### config.mk
export PLATFORM = sky130hd
export DESIGN_NAME = pic_top
export DESIGN_NICKNAME = d
export VERILOG_FILES = /design/src/logic/pic_pkg.sv /design/src/logic/pic_digirq.sv /design/src/logic/pic_top.sv
export VERILOG_INCLUDE_DIRS = /design/src /design/src/logic
export SDC_FILE = /design/constraint.sdc
export NUM_CORES = 1
export LEC_CHECK = 0
export ABC_CLOCK_PERIOD_IN_PS = 4900
export BUFFER_PORTS_ARGS = -buffer_cell sky130_fd_sc_hd__buf_4
export CELL_PAD_IN_SITES_DETAIL_PLACEMENT = 0
export CELL_PAD_IN_SITES_GLOBAL_PLACEMENT = 1
export CORE_UTILIZATION = 45
export CTS_CLUSTER_DIAMETER = 150
export DETAILED_ROUTE_END_ITERATION = 7
export GPL_TIMING_DRIVEN = 1
export PLACE_DENSITY_LB_ADDON = 0.1
export SLEW_MARGIN = 30
export SYNTH_ARGS = -nofsm -noshare
export SYNTH_HDL_FRONTEND = slang
export SYNTH_SLANG_ARGS = --single-unit
### constraint.sdc
create_clock -name sys_clk -period 4.9 [get_ports sys_clk]
set_clock_uncertainty 0.1 [all_clocks]
set_input_delay 0.98 -clock sys_clk [delete_from_list [all_inputs] [get_ports sys_clk]]
set_output_delay 0.98 -clock sys_clk [all_outputs]
set_load 0.005 [all_outputs]
### src/logic/pic_params.svh
// offsets, field positions, reset values and timing counts of the block
// assumes byte addresses within local space zero, 32-bit data words
`ifndef PIC_PARAMS_SVH
`define PIC_PARAMS_SVH

// controller registers
`define PIC_OFS_STATUS    8'h30
`define PIC_OFS_CLEAR     8'h34
`define PIC_OFS_OVERRUN   8'h38
// bridge and digital registers
`define PIC_OFS_CSR       8'h68
`define PIC_OFS_PORT0     8'h78
`define PIC_OFS_DCTL      8'h7c

// port 0 window selects in digital control bits 1:0
`define PIC_SEL_MASK      2'b10
`define PIC_SEL_PATTERN   2'b11

// bridge control/status bit positions
`define PIC_CSR_MBOX_EN   3
`define PIC_CSR_PCI_EN    8
`define PIC_CSR_LINT_EN   11
`define PIC_CSR_LINT_ACT  15
`define PIC_CSR_DMA1_ACT  22
`define PIC_CSR_TEST_ACT  23
`define PIC_CSR_ABT_LO    24
`define PIC_CSR_ABT_HI    27
`define PIC_CSR_MBOX_LO   28
`define PIC_CSR_MBOX_HI   31

// reset values
`define PIC_RST_SMASK     8'h00
`define PIC_RST_CMASK     8'h00
`define PIC_RST_PCI_EN    1'b1
`define PIC_RST_LINT_EN   1'b0
`define PIC_RST_ABT       4'hf
`define PIC_RST_DCTL      6'h00

// sample tick near 8 MHz derived from the 25 MHz system clock, every 3 cycles
`define PIC_CLK_NS        40
`define PIC_SAMPLE_NS     125
`define PIC_SAMPLE_CYC    (`PIC_SAMPLE_NS / `PIC_CLK_NS)

`endif

### src/logic/pic_pkg.sv
// types shared by the interrupt controller and its digital input logic
// assumes the constants header supplies all numeric values except the forwarding state encodings set here
package pic_pkg;

    // one local bus access, held for one cycle
    typedef struct packed {
        logic        rd;
        logic        wr;
        logic [7:0]  addr;
        logic [31:0] wdata;
    } pic_lbus_t;

    // digital control word, bit 5 down to bit 0
    typedef struct packed {
        logic       sample_src;   // 1 = user counter one output
        logic       enable;
        logic       match_mode;   // 1 = match, 0 = event
        logic       port1_out;
        logic [1:0] sel;
    } pic_dctl_t;

    // forwarding state
    typedef enum logic [1:0] {
        PIC_FWD_IDLE = 2'b01,
        PIC_FWD_HOLD = 2'b10
    } pic_fwd_t;

endpackage

### src/logic/pic_digirq.sv
// port 0 event and match interrupt detection with two-sample filter
// assumes port 0 lines and the counter output are synchronous to sys_clk
`timescale 1ns/1ns
`include "pic_params.svh"

module pic_digirq (
    input  wire logic              sys_clk,
    input  wire logic              rst_b,
    input  wire logic [7:0]        port0_lines,
    input  wire logic              user_counter_one,
    input  wire pic_pkg::pic_dctl_t dctl,
    input  wire logic [7:0]        bit_mask,
    input  wire logic [7:0]        pattern,
    output logic                   dig_irq,
    output logic                   cap_valid,
    output logic [7:0]             cap_data
);

    logic [1:0] div_r,   div_nxt;
    logic       ctr_r,   ctr_nxt;
    logic [7:0] smp_r,   smp_nxt;
    logic [7:0] flt_r,   flt_nxt;
    logic       hit_r,   hit_nxt;
    logic       irq_r,   irq_nxt;
    logic       cap_r,   cap_nxt;
    logic [7:0] cdat_r,  cdat_nxt;
    logic       tick;
    logic [7:0] stable;
    logic [7:0] chg;
    logic       match;

    ////////////////////////////////////////////////////////////////////
    // sample tick, filter and detection
    always_comb begin
        div_nxt  = (div_r == 2'(`PIC_SAMPLE_CYC - 1)) ? 2'h0 : div_r + 2'h1;
        ctr_nxt  = user_counter_one;
        // sample clock choice
        tick     = dctl.sample_src ? (user_counter_one & ~ctr_r)
                                   : (div_r == 2'h0);
        smp_nxt  = smp_r;
        flt_nxt  = flt_r;
        stable   = ~(port0_lines ^ smp_r);
        hit_nxt  = hit_r;
        irq_nxt  = 1'b0;
        cap_nxt  = 1'b0;
        cdat_nxt = cdat_r;
        chg      = 8'h00;
        match    = 1'b0;
        if (tick) begin
            smp_nxt = port0_lines;
            // two edges before accepted
            flt_nxt = (port0_lines & stable) | (flt_r & ~stable);
            // masked bits take no part
            chg     = (flt_nxt ^ flt_r) & ~bit_mask;
            // all unmasked lines equal pattern
            match   = ((flt_nxt ^ pattern) & ~bit_mask) == 8'h00;
            hit_nxt = match;
            if (dctl.enable && !dctl.match_mode && chg != 8'h00) begin
                // event raises and latches pattern
                irq_nxt  = 1'b1;
                cap_nxt  = 1'b1;
                cdat_nxt = flt_nxt;
            end
            // level match would flood the controller, so only its rise
            if (dctl.enable && dctl.match_mode && match && !hit_r) begin
                irq_nxt = 1'b1;
            end
        end
    end

    // state registers
    always_ff @(posedge sys_clk) begin
        if (!rst_b) begin
            div_r  <= 2'h0;
            ctr_r  <= 1'b0;
            smp_r  <= 8'h00;
            flt_r  <= 8'h00;
            hit_r  <= 1'b0;
            irq_r  <= 1'b0;
            cap_r  <= 1'b0;
            cdat_r <= 8'h00;
        end else begin
            div_r  <= div_nxt;
            ctr_r  <= ctr_nxt;
            smp_r  <= smp_nxt;
            flt_r  <= flt_nxt;
            hit_r  <= hit_nxt;
            irq_r  <= irq_nxt;
            cap_r  <= cap_nxt;
            cdat_r <= cdat_nxt;
        end
    end

    assign dig_irq   = irq_r;
    assign cap_valid = cap_r;
    assign cap_data  = cdat_r;

    ////////////////////////////////////////////////////////////////////
    // no interrupt while disabled
    dig_enable_a: assert property (
        @(posedge sys_clk) disable iff (!rst_b)
        (!dctl.enable) |=> !irq_r)
        else $error("digital irq raised while disabled");

    // capture holds the filtered pattern
    event_cap_a: assert property (
        @(posedge sys_clk) disable iff (!rst_b)
        cap_r |-> (cdat_r == flt_r) && irq_r)
        else $error("event capture differs from filtered lines");

    // a changed bit matched the last two samples
    filter_two_a: assert property (
        @(posedge sys_clk) disable iff (!rst_b)
        (flt_r != $past(flt_r))
        |-> (((flt_r ^ smp_r) & (flt_r ^ $past(flt_r))) == 8'h00
             && ((flt_r ^ $past(smp_r)) & (flt_r ^ $past(flt_r)))
                == 8'h00))
        else $error("filter accepted a single sample");

endmodule // pic_digirq

### src/logic/pic_top.sv
// priority interrupt controller, bridge status bits and digital control
// assumes one-cycle read/write strobes on the local bus, read data a
// cycle later, and source requests given as one-cycle pulses
//
// Operation
// all sources disabled after reset
// software clears, dummy-reads, then writes mask
// clear read drops requests under clear mask
// only mask-enabled sources may request
// forward one pending request at a time
// status shows one bit, the forwarded one
// repeat before clearing sets overrun bit
// service reads bridge, status, then clears
// controller registers at 030h to 038h
// control bit 3 mode, bit 4 enable
// event mode samples, interrupts, latches pattern
// select 11 reaches pattern latch
// select 10 reaches bit mask
// match mode interrupts on unmasked equality
// change must persist two sample edges
// bit 22 shows DMA channel 1 interrupt
// bit 23 follows self-test request bit
// bits 24-26 reset one, zero names abort owner
// bit 27 zero after retry-limit abort
// bits 28-31 flag mailbox writes when enabled
// PCI interrupt while local input low, enabled
// clearing request releases local interrupt input
// lowest source position wins priority
// status held until its request cleared
`timescale 1ns/1ns
`include "pic_params.svh"

module pic_top (
    input  wire logic              sys_clk,
    input  wire logic              rst_b,
    input  wire pic_pkg::pic_lbus_t lbus,
    input  wire logic [6:0]        board_src_req,
    input  wire logic [7:0]        port0_lines,
    input  wire logic              user_counter_one,
    input  wire logic              dma1_irq_active,
    input  wire logic              self_test_request,
    input  wire logic              abort_pulse,
    input  wire logic [1:0]        abort_owner,
    input  wire logic              retry_abort_pulse,
    input  wire logic [3:0]        mailbox_write,
    input  wire logic [3:0]        mailbox_read,
    output logic [31:0]            rd_data,
    output logic                   local_irq_in_n,
    output logic                   pci_irq_n
);

    logic [7:0]         smask_r,  smask_nxt;
    logic [7:0]         cmask_r,  cmask_nxt;
    logic [7:0]         pend_r,   pend_nxt;
    logic [7:0]         ovr_r,    ovr_nxt;
    logic [7:0]         stat_r,   stat_nxt;
    pic_pkg::pic_fwd_t  fst_r,    fst_nxt;
    logic               lirq_n_r, lirq_n_nxt;
    logic               pirq_n_r, pirq_n_nxt;
    logic               mben_r,   mben_nxt;
    logic               pcien_r,  pcien_nxt;
    logic               linten_r, linten_nxt;
    logic               dma1_r,   dma1_nxt;
    logic               test_r,   test_nxt;
    logic [3:0]         abt_r,    abt_nxt;
    logic [3:0]         mbox_r,   mbox_nxt;
    pic_pkg::pic_dctl_t dctl_r,   dctl_nxt;
    logic [7:0]         bmask_r,  bmask_nxt;
    logic [7:0]         patt_r,   patt_nxt;
    logic [31:0]        rdat_r,   rdat_nxt;
    logic [7:0]         src;
    logic [7:0]         req;
    logic [7:0]         clr;
    logic [7:0]         ovr_w1c;
    logic [31:0]        csr;
    logic               dig_irq;
    logic               cap_valid;
    logic [7:0]         cap_data;

    ////////////////////////////////////////////////////////////////////
    // port 0 digital interrupt source, feeds position 0
    pic_digirq u_digirq (
        .sys_clk          (sys_clk),
        .rst_b            (rst_b),
        .port0_lines      (port0_lines),
        .user_counter_one (user_counter_one),
        .dctl             (dctl_r),
        .bit_mask         (bmask_r),
        .pattern          (patt_r),
        .dig_irq          (dig_irq),
        .cap_valid        (cap_valid),
        .cap_data         (cap_data)
    );

    assign src = {board_src_req, dig_irq};

    ////////////////////////////////////////////////////////////////////
    // priority controller next state
    always_comb begin
        // masked sources ignored
        req      = src & smask_r;
        // clear read discards masked requests
        clr      = (lbus.rd && lbus.addr == `PIC_OFS_CLEAR) ? cmask_r : 8'h00;
        ovr_w1c  = (lbus.wr && lbus.addr == `PIC_OFS_OVERRUN)
                   ? lbus.wdata[7:0] : 8'h00;
        // a request in the clearing cycle survives: set beats clear
        pend_nxt = (pend_r & ~clr) | req;
        // request again while still pending
        ovr_nxt  = (ovr_r & ~ovr_w1c) | (req & pend_r);
        // mask stays zero until written
        smask_nxt = (lbus.wr && lbus.addr == `PIC_OFS_STATUS)
                    ? lbus.wdata[7:0] : smask_r;
        cmask_nxt = (lbus.wr && lbus.addr == `PIC_OFS_CLEAR)
                    ? lbus.wdata[7:0] : cmask_r;
        stat_nxt = stat_r;
        fst_nxt  = fst_r;
        case (fst_r)
            pic_pkg::PIC_FWD_IDLE: begin
                // a request discarded by this cycle's clear read is skipped
                if ((pend_r & ~clr) != 8'h00) begin
                    // one request forwarded at a time
                    // lowest position has priority
                    stat_nxt = (pend_r & ~clr) & (~(pend_r & ~clr) + 8'h01);
                    fst_nxt  = pic_pkg::PIC_FWD_HOLD;
                end
            end
            pic_pkg::PIC_FWD_HOLD: begin
                // hold until the forwarded request clears
                if ((stat_r & clr) != 8'h00) begin
                    stat_nxt = 8'h00;
                    fst_nxt  = pic_pkg::PIC_FWD_IDLE;
                end
            end
            default: begin
                stat_nxt = 8'h00;
                fst_nxt  = pic_pkg::PIC_FWD_IDLE;
            end
        endcase
        // released once nothing is forwarded
        lirq_n_nxt = ~(|stat_nxt);
        // level follows local input and enables
        pirq_n_nxt = ~(pcien_r & linten_r & ~lirq_n_r);
    end

    ////////////////////////////////////////////////////////////////////
    // bridge status and digital control next state
    always_comb begin
        mben_nxt   = mben_r;
        pcien_nxt  = pcien_r;
        linten_nxt = linten_r;
        if (lbus.wr && lbus.addr == `PIC_OFS_CSR) begin
            mben_nxt   = lbus.wdata[`PIC_CSR_MBOX_EN];
            pcien_nxt  = lbus.wdata[`PIC_CSR_PCI_EN];
            linten_nxt = lbus.wdata[`PIC_CSR_LINT_EN];
        end
        // live DMA channel 1 flag
        dma1_nxt = dma1_irq_active;
        // follows the self-test request bit
        test_nxt = self_test_request;
        // zero marks the bus owner at abort
        abt_nxt  = abt_r;
        if (abort_pulse) begin
            abt_nxt[2:0] = ~(3'b001 << abort_owner);
            abt_nxt[3]   = 1'b1;
        end
        // retry-limit abort clears bit 27
        if (retry_abort_pulse) begin
            abt_nxt[3] = 1'b0;
        end
        // mailbox flags only while enabled, set beats clear
        mbox_nxt = (mbox_r & ~mailbox_read) | (mailbox_write & {4{mben_r}});
        // mode and enable bits held here
        dctl_nxt  = dctl_r;
        bmask_nxt = bmask_r;
        patt_nxt  = patt_r;
        if (lbus.wr && lbus.addr == `PIC_OFS_DCTL) begin
            dctl_nxt = pic_pkg::pic_dctl_t'(lbus.wdata[5:0]);
        end
        // select 10 writes the bit mask
        if (lbus.wr && lbus.addr == `PIC_OFS_PORT0
            && dctl_r.sel == `PIC_SEL_MASK) begin
            bmask_nxt = lbus.wdata[7:0];
        end
        // select 11 writes the pattern latch
        if (lbus.wr && lbus.addr == `PIC_OFS_PORT0
            && dctl_r.sel == `PIC_SEL_PATTERN) begin
            patt_nxt = lbus.wdata[7:0];
        end
        // capture wins over a software write in the same cycle
        if (cap_valid) begin
            patt_nxt = cap_data;
        end
    end

    ////////////////////////////////////////////////////////////////////
    // read data, one cycle after the strobe
    always_comb begin
        csr = 32'h0000_0000;
        csr[`PIC_CSR_MBOX_EN]  = mben_r;
        csr[`PIC_CSR_PCI_EN]   = pcien_r;
        csr[`PIC_CSR_LINT_EN]  = linten_r;
        csr[`PIC_CSR_LINT_ACT] = ~lirq_n_r;
        csr[`PIC_CSR_DMA1_ACT] = dma1_r;
        csr[`PIC_CSR_TEST_ACT] = test_r;
        csr[`PIC_CSR_ABT_HI:`PIC_CSR_ABT_LO]   = abt_r;
        csr[`PIC_CSR_MBOX_HI:`PIC_CSR_MBOX_LO] = mbox_r;
        rdat_nxt = 32'h0000_0000;
        // controller registers at 030h to 038h
        if (!lbus.rd) begin
            rdat_nxt = rdat_r;
        end else if (lbus.addr == `PIC_OFS_STATUS) begin
            // one-hot forwarded source
            rdat_nxt = {24'h00_0000, stat_r};
        end else if (lbus.addr == `PIC_OFS_CLEAR) begin
            rdat_nxt = {24'h00_0000, stat_r};
        end else if (lbus.addr == `PIC_OFS_OVERRUN) begin
            rdat_nxt = {24'h00_0000, ovr_r};
        end else if (lbus.addr == `PIC_OFS_CSR) begin
            rdat_nxt = csr;
        end else if (lbus.addr == `PIC_OFS_PORT0
                     && dctl_r.sel == `PIC_SEL_MASK) begin
            rdat_nxt = {24'h00_0000, bmask_r};
        end else if (lbus.addr == `PIC_OFS_PORT0
                     && dctl_r.sel == `PIC_SEL_PATTERN) begin
            rdat_nxt = {24'h00_0000, patt_r};
        end else if (lbus.addr == `PIC_OFS_DCTL) begin
            rdat_nxt = {26'h000_0000, dctl_r};
        end
    end

    ////////////////////////////////////////////////////////////////////
    // all state registers
    always_ff @(posedge sys_clk) begin
        if (!rst_b) begin
            smask_r  <= `PIC_RST_SMASK;
            cmask_r  <= `PIC_RST_CMASK;
            pend_r   <= 8'h00;
            ovr_r    <= 8'h00;
            stat_r   <= 8'h00;
            fst_r    <= pic_pkg::PIC_FWD_IDLE;
            lirq_n_r <= 1'b1;
            pirq_n_r <= 1'b1;
            mben_r   <= 1'b0;
            pcien_r  <= `PIC_RST_PCI_EN;
            linten_r <= `PIC_RST_LINT_EN;
            dma1_r   <= 1'b0;
            test_r   <= 1'b0;
            abt_r    <= `PIC_RST_ABT;
            mbox_r   <= 4'h0;
            dctl_r   <= pic_pkg::pic_dctl_t'(`PIC_RST_DCTL);
            bmask_r  <= 8'h00;
            patt_r   <= 8'h00;
            rdat_r   <= 32'h0000_0000;
        end else begin
            smask_r  <= smask_nxt;
            cmask_r  <= cmask_nxt;
            pend_r   <= pend_nxt;
            ovr_r    <= ovr_nxt;
            stat_r   <= stat_nxt;
            fst_r    <= fst_nxt;
            lirq_n_r <= lirq_n_nxt;
            pirq_n_r <= pirq_n_nxt;
            mben_r   <= mben_nxt;
            pcien_r  <= pcien_nxt;
            linten_r <= linten_nxt;
            dma1_r   <= dma1_nxt;
            test_r   <= test_nxt;
            abt_r    <= abt_nxt;
            mbox_r   <= mbox_nxt;
            dctl_r   <= dctl_nxt;
            bmask_r  <= bmask_nxt;
            patt_r   <= patt_nxt;
            rdat_r   <= rdat_nxt;
        end
    end

    assign rd_data        = rdat_r;
    assign local_irq_in_n = lirq_n_r;
    assign pci_irq_n      = pirq_n_r;

    ////////////////////////////////////////////////////////////////////
    // mask is zero just after reset
    mask_reset_a: assert property (
        @(posedge sys_clk) disable iff (!rst_b)
        !$past(rst_b) |-> (smask_r == 8'h00))
        else $error("source mask not cleared by reset");

    // masked pending bits gone after clear read
    clear_read_a: assert property (
        @(posedge sys_clk) disable iff (!rst_b)
        (clr != 8'h00) |=> ((pend_r & $past(clr) & ~$past(req)) == 8'h00))
        else $error("clear read left a masked request pending");

    // new pending bits only where enabled
    mask_gate_a: assert property (
        @(posedge sys_clk) disable iff (!rst_b)
        1'b1 |=> ((pend_r & ~$past(pend_r) & ~$past(smask_r)) == 8'h00))
        else $error("masked source became pending");

    // exactly one status bit while forwarding
    one_hot_a: assert property (
        @(posedge sys_clk) disable iff (!rst_b)
        (fst_r == pic_pkg::PIC_FWD_HOLD) |-> $onehot(stat_r)
                                             && ((stat_r & ~pend_r) == 8'h00
                                                 || clr != 8'h00))
        else $error("status not one-hot while forwarding");

    // overrun set on repeated request
    overrun_set_a: assert property (
        @(posedge sys_clk) disable iff (!rst_b)
        ((req & pend_r) != 8'h00) |=> ((ovr_r & $past(req & pend_r))
                                       == $past(req & pend_r)))
        else $error("overrun bit missed");

    // PCI interrupt follows local input
    pci_follow_a: assert property (
        @(posedge sys_clk) disable iff (!rst_b)
        (!lirq_n_r && pcien_r && linten_r) |=> !pci_irq_n)
        else $error("PCI interrupt not asserted");

    // local input released after clearing
    lint_release_a: assert property (
        @(posedge sys_clk) disable iff (!rst_b)
        (fst_r == pic_pkg::PIC_FWD_HOLD && (stat_r & clr) != 8'h00)
        |=> lirq_n_r ##1 (lirq_n_r || $onehot(stat_r)))
        else $error("local interrupt not released");

    // lowest pending position chosen
    prio_low_a: assert property (
        @(posedge sys_clk) disable iff (!rst_b)
        (fst_r == pic_pkg::PIC_FWD_IDLE && (pend_r & ~clr) != 8'h00)
        |=> (stat_r == ($past(pend_r & ~clr)
                        & (~$past(pend_r & ~clr) + 8'h01))))
        else $error("forwarded request is not the lowest");

    // status stable until cleared
    hold_stat_a: assert property (
        @(posedge sys_clk) disable iff (!rst_b)
        (fst_r == pic_pkg::PIC_FWD_HOLD && (stat_r & clr) == 8'h00)
        |=> $stable(stat_r))
        else $error("status moved before clear");

endmodule // pic_top

# == After elaboration in Yosys (flattened, before gate mapping) ==
# Cells that the tools add are included.
# W data, S select, Z words.
# classes
muxes,22
eq_ne,13
reduce_logical,30
bitwise,35
n_addsub,2
n_shift,1
# ops
operator,n
$mux W32,4
$and A8 B8 Y8,10
$mux W8,8
$not A8 Y8,6
$eq A8 B6 Y1 const B,3
$eq A8 B7 Y1 const B,3
$or A8 B8 Y8,3
$reduce_bool A8 Y1,3
$xor A8 B8 Y8,3
$logic_and A1 B1 Y1,16
$pmux W8 S2,1
$add A8 B1 Y8 const B,1
$and A4 B4 Y4,2
$eq A2 B2 Y1 const B,4
$logic_not A8 Y1,1
$reduce_or A8 Y1,1
$mux W6,1
$reduce_and A2 Y1,3
$not A1 Y1,5
$mux W1,4
$mux W2,2
$mux W4,1
$ne A2 B2 Y1 const B,2
$not A4 Y4,1
11 further kinds,15
# totals
inputBits,74
output_inout_bits,34
register_bits,141
wordCells,135

# == Logic depth before layout (Yosys ltp) ==
# Gate-level depths: netlist (run 1).
# depth
ltp_word,12
depth_mapped,9

# == Cells and area by module ==
# A second synthesis (run 1) with hierarchy kept.
# hier_totals
cells_unflattened,685
hier_area_um2,6072.1
# by_module_without_submodules
module,n_inst,area_each_um2,seq_area_each_um2,cells_per_inst
pic_top,1,4548.1,2001.9,508
pic_digirq,1,1524.0,600.6,177

# == Least setup slack after synthesis (run 1) ==
# No wires, ideal clock.
# synth_path
path_type,in2reg
start,input port lbus[33] (netlist name)
end,register bmask_r[0]
arrival_time_ps,2861
required_ps,4672
cell_stages,7
path_slack_ps,1811
cell_sequence,or4b_1 buf_2 or4_4 nor4b_2 buf_4 mux2i_1 nor2_1
# synth_between
elab_chain_len,3
# synth_rtl
item,line,text
start: declaration,pic_top.sv:36,"input wire pic_pkg::pic_lbus_t lbus,"
$eq A8 B7 Y1 (no source line),-,
$logic_and A1 B1 Y1 (no source line) (2 in a row),-,
end signal: assignment,pic_top.sv:271,bmask_r <= bmask_nxt;
end: declaration,pic_top.sv:68,"logic [7:0] bmask_r, bmask_nxt;"
# No other way between the ends.
# A chain may end at the register's enable or synchronous reset.

# == Final worst setup path (run 1) ==
# layout_path
start,input port lbus[33] (netlist name)
end,"register lirq_n_r, in the netlist local_irq_in_n"
# layout_between
elab_chain_len,12
elab_cells_between_ends,16
# layout_rtl
item,line,text
$eq A8 B6 Y1 (no source line) (*),-,
$logic_and A1 B1 Y1 (no source line) (*),-,
$mux W8 (*),pic_top.sv:103,clr = (lbus.rd && lbus.addr == `PIC_OFS_CLEAR) ? cmask_r : 8'h00;
$not A8 Y8,"pic_top.sv:120, pic_top.sv:123",
$and A8 B8 Y8,"pic_top.sv:120, pic_top.sv:123",
$not A8 Y8,pic_top.sv:123,stat_nxt = (pend_r & ~clr) & (~(pend_r & ~clr) + 8'h01);
$add A8 B1 Y8,pic_top.sv:123,
$and A8 B8 Y8,pic_top.sv:123,
$mux W8,pic_top.sv:120,if ((pend_r & ~clr) != 8'h00) begin
$pmux W8 S2 (*),pic_top.sv:117,case (fst_r)
$reduce_or A8 Y1 (*),pic_top.sv:140,lirq_n_nxt = ~(|stat_nxt);
$not A1 Y1 (*),pic_top.sv:140,
end signal: assignment,pic_top.sv:261,lirq_n_r <= lirq_n_nxt;
end: declaration,pic_top.sv:58,"logic lirq_n_r, lirq_n_nxt;"
# Every way passes the cells marked *; elsewhere a longest branch is shown, timed or not.

==> results.txt, run 1 <==
Netlist cell types - 63
Overflow after GRT - 0
Mean number of vias per cell - 5.63
Clock sink count - 130
Worst flop-to-flop path startpoint - u_digirq.flt_r[1]
TNS Setup - 0 ns
# Max-Cap Violations - 0
Flop-to-flop setup slack - 2.44 ns
Sequential area share after synthesis - 44.9%
First-pass GRT wire length - 24.3 mm
Initial Util - 46.1%
NumNets Final - 789
Share of cells above drive strength 1 - 19.6%
Tmin final - 3.48 ns
Hold_sp - pcien_r
Die height - 115 µm
PortBufs - 74
Crit path kind - in -> reg
Yosys reg bits - 130
HP Class - reg -> reg
Post-Syn Instances - 643
Vias in the first global route - 4,696
Root buf cell - clkbuf_16
Main synth FF type - dfxtp_1
Hold Crit Endpoint - pci_irq_n
RSZ-0062 raised after global routing - false
FILL cells - 1,162
Max IR drop VDD - 0.000208 V
Outcome - finished clean
Commonest non-fill, non-tap cell in the layout - dfxtp_1
Routed wire per std cell - 17.2 µm
Total CTS buffers - 17
Post-Syn Area per Cell - 9.01 µm²
Worst skew pair latency - 0.42 ns
Pwr dens - 380 nW/µm²
DRC - 0
Worst EP arrival - 3.69 ns
Startpoint type of the worst setup path - input pin
Required @ worst endpoint - 5.11 ns
IO Pins - 108
Placed cells - 864
LEAKAGE - 0.00259 µW
Area Growth Syn to Fin - 22.0%
Antenna Nets Post-Route - 0
H-tree depth - 4
DR pass1 iterations - 5
Count of final setup violators - 0
Start point of the critical path - lbus[33]
WL final - 15.4 mm
Die area - 13,300 µm²
FF-to-FF path depth - 7
Cell Rows - 41
Hold Slack - 0.329 ns
Fmax - 287 MHz
R2r endpoint - u_digirq.cap_data[7]
Commonest cells after routing, fill and taps aside - dfxtp_1, nand2_1, buf_4
Async set-reset flop share out of synthesis - 0%
Crit-path max FO - 17
Setup Buffers After CTS - 0
Die width - 115 µm
CTS clk-pin slew, worst paths - 0.06 ns
Post-DP HPWL - 10.8 mm
CP endpoint kind - flip-flop
Relative slew slack - 39.4%
Tot Pwr - 2680 µW
TritonCTS clock tree - built
Mapped Area - 5790 µm²
Post-synth EDFFs - 0
RD Place Congestion - 0.874
DR iter-0 viols - 402
Core footprint - 12,600 µm²
CTS hold repair buffers - 0
Yosys warns - 0
Final std cells w/o fill - 896
Slew Viols, Final - 0
Hold Path Stages - 1
Tcrit/Tclk final - 71.0%
Slew @ Worst Pin - 0.901 ns
Inserted Diodes - 0
Fin. Hold Viols - 0
Pre-CTS setup slack - 1.10 ns
Cells resized by post-CTS repair - 0
Largest net degree at the start of global routing - 54
Final WS setup - 1.42 ns
Tot GR Track Use - 24.1%
DR vias - 5,048
Initial antenna violation count - 0
CTS Buffer Depth - 2
==> how the worst max path moves through the flow <==
| stage | cells after the start | endpoint | slack [ns] |
|---|---|---|---|
| 6_report | 7 | local_irq_in_n | 1.42 |
| 5_1_grt | 7 | local_irq_in_n | 1.34 |
| 4_1_cts | 7 | local_irq_in_n | 1.51 |
| 3_5_place_dp | 7 | local_irq_in_n | 1.10 |
| 3_3_place_gp | 7 | local_irq_in_n | 1.10 |
| 2_1_floorplan | 7 | bmask_r[0] | 1.81 |
==> synth_stat cells (all sizes together), types with 5 or more instances <==
| cell type | instances | share of area [%] |
|---|---|---|
| a211oi | 11 | 1.6 |
| a21oi | 57 | 4.9 |
| a221oi | 5 | 0.76 |
| a22o | 12 | 1.8 |
| a22oi | 5 | 0.65 |
| a32oi | 9 | 1.4 |
| and2 | 7 | 0.78 |
| buf | 23 | 2.8 |
| clkbuf | 19 | 1.2 |
| dfxtp | 130 | 45 |
| inv | 12 | 0.78 |
| maj3 | 8 | 1.4 |
| mux2 | 7 | 1.4 |
| mux2i | 33 | 5.7 |
| nand2 | 86 | 5.6 |
| nand2b | 16 | 1.7 |
| nand3 | 20 | 1.7 |
| nand3b | 5 | 0.65 |
| nor2 | 67 | 4.7 |
| nor3 | 6 | 0.69 |
| o21ai | 19 | 1.6 |
| o22ai | 6 | 0.65 |
| o31ai | 7 | 0.99 |
| xnor2 | 8 | 1.2 |
==> area by class of cell <==
| class | instances | area [µm²] | share of cell area, % |
|---|---|---|---|
| multi-input combinational | 469 | 2960 | 41.9 |
| sequential | 130 | 2600 | 36.8 |
| timing repair buffer | 81 | 608 | 8.60 |
| clock buffer | 19 | 453 | 6.41 |
| tap | 172 | 215 | 3.05 |
| clock inverter | 13 | 183 | 2.58 |
| inverter | 12 | 45.0 | 0.637 |
==> metrics by stage <==
step	cell area [µm²]	utilization, %
final	7070	56.2
after global routing	7070	56.2
after CTS	7070	56.2
after detailed placement	6430	51.2
after global placement	6430	51.2
after floorplan	5830	-
==> layer usage <==
layer	vias to the layer above	part of all wire [%]	GRT usage, %
li1	2436	-	-
met1	2433	48	33.4
met2	161	44	37.3
met3	18	6.1	4.39
met4	0	1.6	9.35
met5	-	0	0
==> registers in the layout (all words and copies together), names as in the netlist, 2 cells and up <==
signal,flops
cmask_r,8
patt_r,8
smask_r,8
mbox_r,4
u_digirq.cap_data,8
fst_r,2
abt_r,4
bmask_r,8
dctl_r,6
ovr_r,8
u_digirq.div_r,2
pend_r,8
rd_data,21
u_digirq.smp_r,8
stat_r,8
u_digirq.flt_r,8
==> critical path, stage by stage <==
cell     delay [ns]
buf_4          0.10
or4b_1         0.90
o31ai_1        0.89
and3_1         0.26
a41o_1         0.19
a22oi_1        0.11
a41o_1         0.23
==> logic make-up (layout without fill, tap and decap cells) <==
kind of cell | Yosys count | after routing | share of synthesized area, %
simple gates | 237 | 237 | 20.5
compound gates | 161 | 161 | 19.1
flops | 130 | 130 | 44.9
buf+inv | 54 | 125 | 4.80
mux | 40 | 40 | 7.07
fa+ha+maj | 12 | 12 | 2.25
xor+xnor | 8 | 8 | 1.21
other cells | 1 | 11 | 0.0648
==> report_power, final <==
part           leakage (µW)  internal, µW  switching (µW)
clock network      0.000301           877             477
registers           0.00105          1080            21.9
logic               0.00123          94.1             130
total               0.00259          2060             629
Power figures use the tool's default switching activity.
==> run 2: changes to the inputs <==
ABC_CLOCK_PERIOD_IN_PS = 2900   (was 4900)
CORE_UTILIZATION = 38   (was 45)
clock period = 2.9 ns   (was 4.9 ns; I/O delays follow)
==> run 2 against run 1 <==
Effect of this change:
- combinational power increased by 77%
- total power grew 75%
- first-iteration DRC count decreased by 10%
- clock power is 79% higher
- largest power group unchanged
- critical path depth increased by 1
- highest routed layer unchanged
- wire length up 6.7%
- the flow now finishes with violations (design-rule violations)
- worst hold slack worse by 0.068 ns
- register-to-register slack lost 1.7 ns
- worst setup slack got worse by 1.2 ns
- die area rose by 18%
- critical path type unchanged
- final area rose by 4.8%
- sequential cell count stayed put
==> results.txt, run 2 (synthesized netlist as in run 1, its figures left out) <==
Commonest cells after routing, fill and taps aside - dfxtp_1, buf_4, nand2_1
Total CTS buffers - 17
Clock power frac - 51.7%
Routed wire per std cell - 17.5 µm
IO Pins - 108
HP Class - in -> reg
Mean number of vias per cell - 5.49
Fmax - 375 MHz
Critical-path top delay cell - or4b_1
CTS Buffer Depth - 2
RD Place Congestion - 0.874
Largest net degree at the start of global routing - 83
Critical Path Most Common Cell - buf_4
Slew Viols, Final - 0
CTS hold repair buffers - 0
Placed inst area - 6730 µm²
Area Growth Syn to Fin - 27.9%
Share of cells above drive strength 1 - 23.2%
Post-DP HPWL - 11.9 mm
Final WS setup - 0.232 ns
Max IR drop VDD - 0.000386 V
TritonCTS clock tree - built
H-tree depth - 4
Max stage delay on crit path - 0.68 ns
Violated checks - design-rule violations
Internal power - 3630 µW
Clock sink count - 130
Fin. Hold Viols - 0
Count of final setup violators - 0
Pre-CTS setup slack - -0.162 ns
Antenna Nets Post-Route - 0
Worst skew pair latency - 0.42 ns
Initial Util - 39.4%
Worst EP arrival - 2.88 ns
CTS clk-pin slew, worst paths - 0.06 ns
Seq pwr share - 39.9%
DR pass1 iterations - 8
Slew @ Worst Pin - 0.639 ns
Commonest non-fill, non-tap cell in the layout - dfxtp_1
Tmin final - 2.67 ns
Root buf cell - clkbuf_16
Initial antenna violation count - 0
Register area - 2600 µm²
Logic pwr share - 8.4%
Cells resized by post-CTS repair - 0
FILL cells - 1,396
Area of the multi-input gates - 2960 µm²
Tot GR Track Use - 21.2%
Pwr dens - 633 nW/µm²
Cell Rows - 44
Startpoint type of the worst setup path - input pin
Crit path cell chain - buf_4 > or4b_1 > buf_4 > o31a_1 > nor4b_2 > and3_1 > a32oi_1 > a41o_1
LEAKAGE - 0.00279 µW
Crit-path max FO - 6
Core footprint - 14,700 µm²
Net Sw Power - 1060 µW
Net Sw Frac - 22.6%
First-pass GRT wire length - 25.9 mm
WL final - 16.4 mm
Max reg flops - 21
# Max-Cap Violations - 0
Overflow after GRT - 0
Setup Buffers After CTS - 0
Die height - 125 µm
Required @ worst endpoint - 3.11 ns
CP endpoint kind - flip-flop
Final instance area - 7400 µm²
Vias in the first global route - 4,765
Die area - 15,700 µm²
PortBufs - 74
NumNets Final - 824
Die width - 125 µm
Inserted Diodes - 0
Tcrit/Tclk final - 92.0%
Outcome - finished, violations left
RSZ-0062 raised after global routing - false
DRC - 11
DR vias - 5,174
DR iter-0 viols - 362
Relative slew slack - 57.4%
Crit path kind - in -> reg
-- run 2: per-layer routing --
| layer | part of all wire, % | track usage (%) |
|---|---|---|
| met3 | 6.4 | 4.36 |
| met2 | 44 | 31.7 |
| met5 | 0 | 0 |
| met4 | 1.7 | 7.25 |
| met1 | 48 | 30.3 |
-- run 2: path summary, 6_finish.rpt --
kind,from,to,slack (ns),cells after the start
max reg2reg,u_digirq.flt_r[1],u_digirq.cap_data[3],0.77,7
max,lbus[33],local_irq_in_n,0.23,8
min,retry_abort_pulse,abt_r[3],0.26,2
min reg2reg,u_digirq.div_r[0],u_digirq.div_r[0],0.32,1
-- run 2: layout make-up --
cell class / count / share of cell area, %
clock inverters: 9 / 2.37
inverters: 12 / 0.608
well taps: 184 / 3.11
flip-flops and latches: 130 / 35.2
clock buffers: 22 / 6.68
multi-input cells: 469 / 40.0
repair buffers: 116 / 12.1
-- run 2: power by group through the flow --
stage	logic [µW]	clock network [µW]	registers, µW
5_1_grt	440	2530	1880
3_3_place_gp	390	0	1900
4_1_cts	402	2460	1870
3_5_place_dp	400	0	1910
2_1_floorplan	235	0	1900
6_report	396	2420	1870
-- run 2: critical path: cells and delay by family --
family,cells,cell delay (ns)
compound gates,3,0.73
buf+inv,2,0.32
simple gates,3,1.26
-- run 2: stage by stage --
stage	TNS (ns)	power (µW)	util (%)	instances	hold WS, ns
floorplan	0	2140	-	653	0.300
global placement	-0.713	2290	45.8	911	0.308
detailed placement	-0.923	2310	45.8	911	0.319
CTS	0	4730	50.4	942	0.247
global route	0	4850	50.4	942	0.248
finish	0	4690	50.4	942	0.262
==> run 3: changes to the inputs <==
ABC_AREA = 1   (was unset)
CORE_UTILIZATION = 35   (was 38)
==> run 3 against run 2 <==
Effect of this change:
- the flow now finishes without violations
- die area increased by 8.4%
- critical path depth up 9
- non-clock buffer count decreased by 28
- core utilization fell by 5.3 points
- critical path type unchanged
- highest routed layer unchanged
==> results.txt, run 3 <==
Internal power - 3550 µW
Post-synth top area share - 45.0%
Critical Path Most Common Cell - nand2_1
Commonest cells after routing, fill and taps aside - dfxtp_1, nand2_1, a21oi_1, buf_4
Setup Buffers After CTS - 0
Placed cells - 1,043
Initial antenna violation count - 0
LEAKAGE - 0.00296 µW
DR vias - 5,530
Cell Rows - 46
Worst flop-to-flop path startpoint - u_digirq.flt_r[7]
HP Class - in -> reg
Commonest non-fill, non-tap cell in the layout - dfxtp_1
Hold_sp - self_test_request
Root buf cell - clkbuf_16
Overflow after GRT - 0
CTS Buffer Depth - 2
Worst EP arrival - 2.48 ns
TritonCTS clock tree - built
Clock sink count - 130
Seq pwr share - 40.4%
Start point of the critical path - lbus[33]
Mean number of vias per cell - 5.14
Logic pwr share - 9.9%
Relative slew slack - 48.4%
Inserted Diodes - 0
PortBufs - 74
Crit path kind - in -> reg
Fin. Hold Viols - 0
Slew @ Worst Pin - 0.774 ns
CTS hold repair buffers - 0
CTS clk-pin slew, worst paths - 0.06 ns
Tcrit/Tclk final - 78.7%
DRC - 0
Worst skew pair latency - 0.42 ns
Max IR drop VDD - 0.000435 V
Final std cells w/o fill - 1,075
Die width - 131 µm
Die area - 17,100 µm²
Tmin final - 2.28 ns
WL final - 17.3 mm
First-pass GRT wire length - 26.8 mm
Tot GR Track Use - 21.0%
Final instance area - 7200 µm²
CP endpoint kind - flip-flop
Post-Syn Area per Cell - 7.49 µm²
Startpoint type of the worst setup path - input pin
Slew Viols, Final - 0
Antenna Nets Post-Route - 0
Sequential area share after synthesis - 45.0%
Yosys top cell by area - dfxtp_1
Crit path cell chain - buf_4 > nor2_2 > nand2_2 > nor2_8 > nand3_1 > nand2_1 > nand2_2 > nor2_8 > nand2_1 > nor2_1 > nand2_1 > nand2_1 > nand2_1 > nand2_1 > nor2_1 > nand2_1 > nand2_1
Post-DP HPWL - 12.7 mm
DR pass1 iterations - 5
DR iter-0 viols - 400
Largest net degree at the start of global routing - 45
Count of final setup violators - 0
Post-Syn Instances - 773
Core footprint - 16,000 µm²
Net Sw Power - 1170 µW
Net Sw Frac - 24.7%
Required @ worst endpoint - 3.09 ns
Placed inst area - 6560 µm²
Synth cell count leaders - dfxtp_1, nand2_1, a21oi_1
NumNets Final - 924
IO Pins - 108
Share of cells above drive strength 1 - 16.4%
Initial Util - 36.2%
Fmax - 438 MHz
Async set-reset flop share out of synthesis - 0%
# Max-Cap Violations - 0
Vias in the first global route - 5,146
RD Place Congestion - 0.851
Outcome - finished clean
Worst Path Buf+Inv - 1
Top delay family on crit path - simple AND/OR/NAND/NOR gates
Yosys reg bits - 130
Total CTS buffers - 17
Critical-path top delay cell - nor2_8
Max stage delay on crit path - 0.22 ns
Main synth FF type - dfxtp_1
Post-synth EDFFs - 0
Max reg flops - 21
Area Growth Syn to Fin - 24.4%
Pwr dens - 654 nW/µm²
Yosys warns - 0
Routed wire per std cell - 16.1 µm
Netlist cell types - 44
Crit-path max FO - 14
Synth area leaders - dfxtp_1, a21oi_1, nand2_1, o21ai_0, nand3_1
TNS Setup - 0 ns
Cells resized by post-CTS repair - 0
Clock power frac - 49.7%
Mapped Area - 5790 µm²
Die height - 131 µm
Leading cell type by number of instances after synthesis - dfxtp_1
H-tree depth - 4
RSZ-0062 raised after global routing - false
## run 3: cell type report
cell class / instances / area, µm²
Inverter: 75 / 282
Clock buffer: 21 / 470
Timing Repair Buffer: 88 / 673
Clock inverter: 11 / 175
Tap cell: 216 / 270
Sequential cell: 130 / 2600
Fill cell: 1639 / 8800
Multi-Input combinational cell: 534 / 2730
## run 3: worst register-to-register path: cells and delay by family, from the launching register on
kind / cells / cell delay, ns
DFF: 1 / 0.37
buffers and inverters: 1 / 0.07
and+or+nand+nor: 6 / 0.86
AOI/OAI and AO/OA: 5 / 0.74
## run 3: power groups by stage
stage                     sequential, µW  clock (µW)  combinational, µW
after floorplan                     1930           0                318
after CTS                           1900        2380                474
final                               1900        2340                467
after detailed placement            1940           0                472
after global routing                1910        2460                531
after global placement              1940           0                463
## run 3: cells by family (layout without fill, tap and decap cells)
family	count (synthesis)	after routing	synth area share (%)
and+or+nand+nor	297	297	23.4
DFF	130	130	45.0
adders and majority gates	4	4	0.865
buffers and inverters	119	195	8.69
xor gates and xnor gates	4	4	0.605
other	1	11	0.0648
AOI/OAI and AO/OA	218	218	21.4
## run 3: final timing paths
check | end | slack, ns | cells after the start
setup reg to reg | u_digirq.cap_data[6] | 0.67 | 12
setup / recovery | local_irq_in_n | 0.62 | 17
hold reg to reg | u_digirq.div_r[0] | 0.32 | 1
hold / removal | test_r | 0.24 | 3
## run 3: stage by stage
| step | hold WS [ns] | total power (µW) | utilization (%) | setup slack [ns] |
|---|---|---|---|---|
| floorplan | 0.300 | 2250 | - | 0.732 |
| global placement | 0.308 | 2400 | 41.0 | 0.243 |
| detailed placement | 0.313 | 2410 | 41.0 | 0.214 |
| CTS | 0.227 | 4750 | 45.0 | 0.637 |
| global route | 0.231 | 4910 | 45.0 | 0.414 |
| finish | 0.239 | 4710 | 45.0 | 0.618 |
## run 3: routing by layer
layer	up-vias	GRT usage (%)	wire, µm
li1	2756	-	-
met3	29	5.78	1310
met5	-	0	0
met4	0	9.47	384
met1	2586	27.7	7880
met2	159	32.0	7710
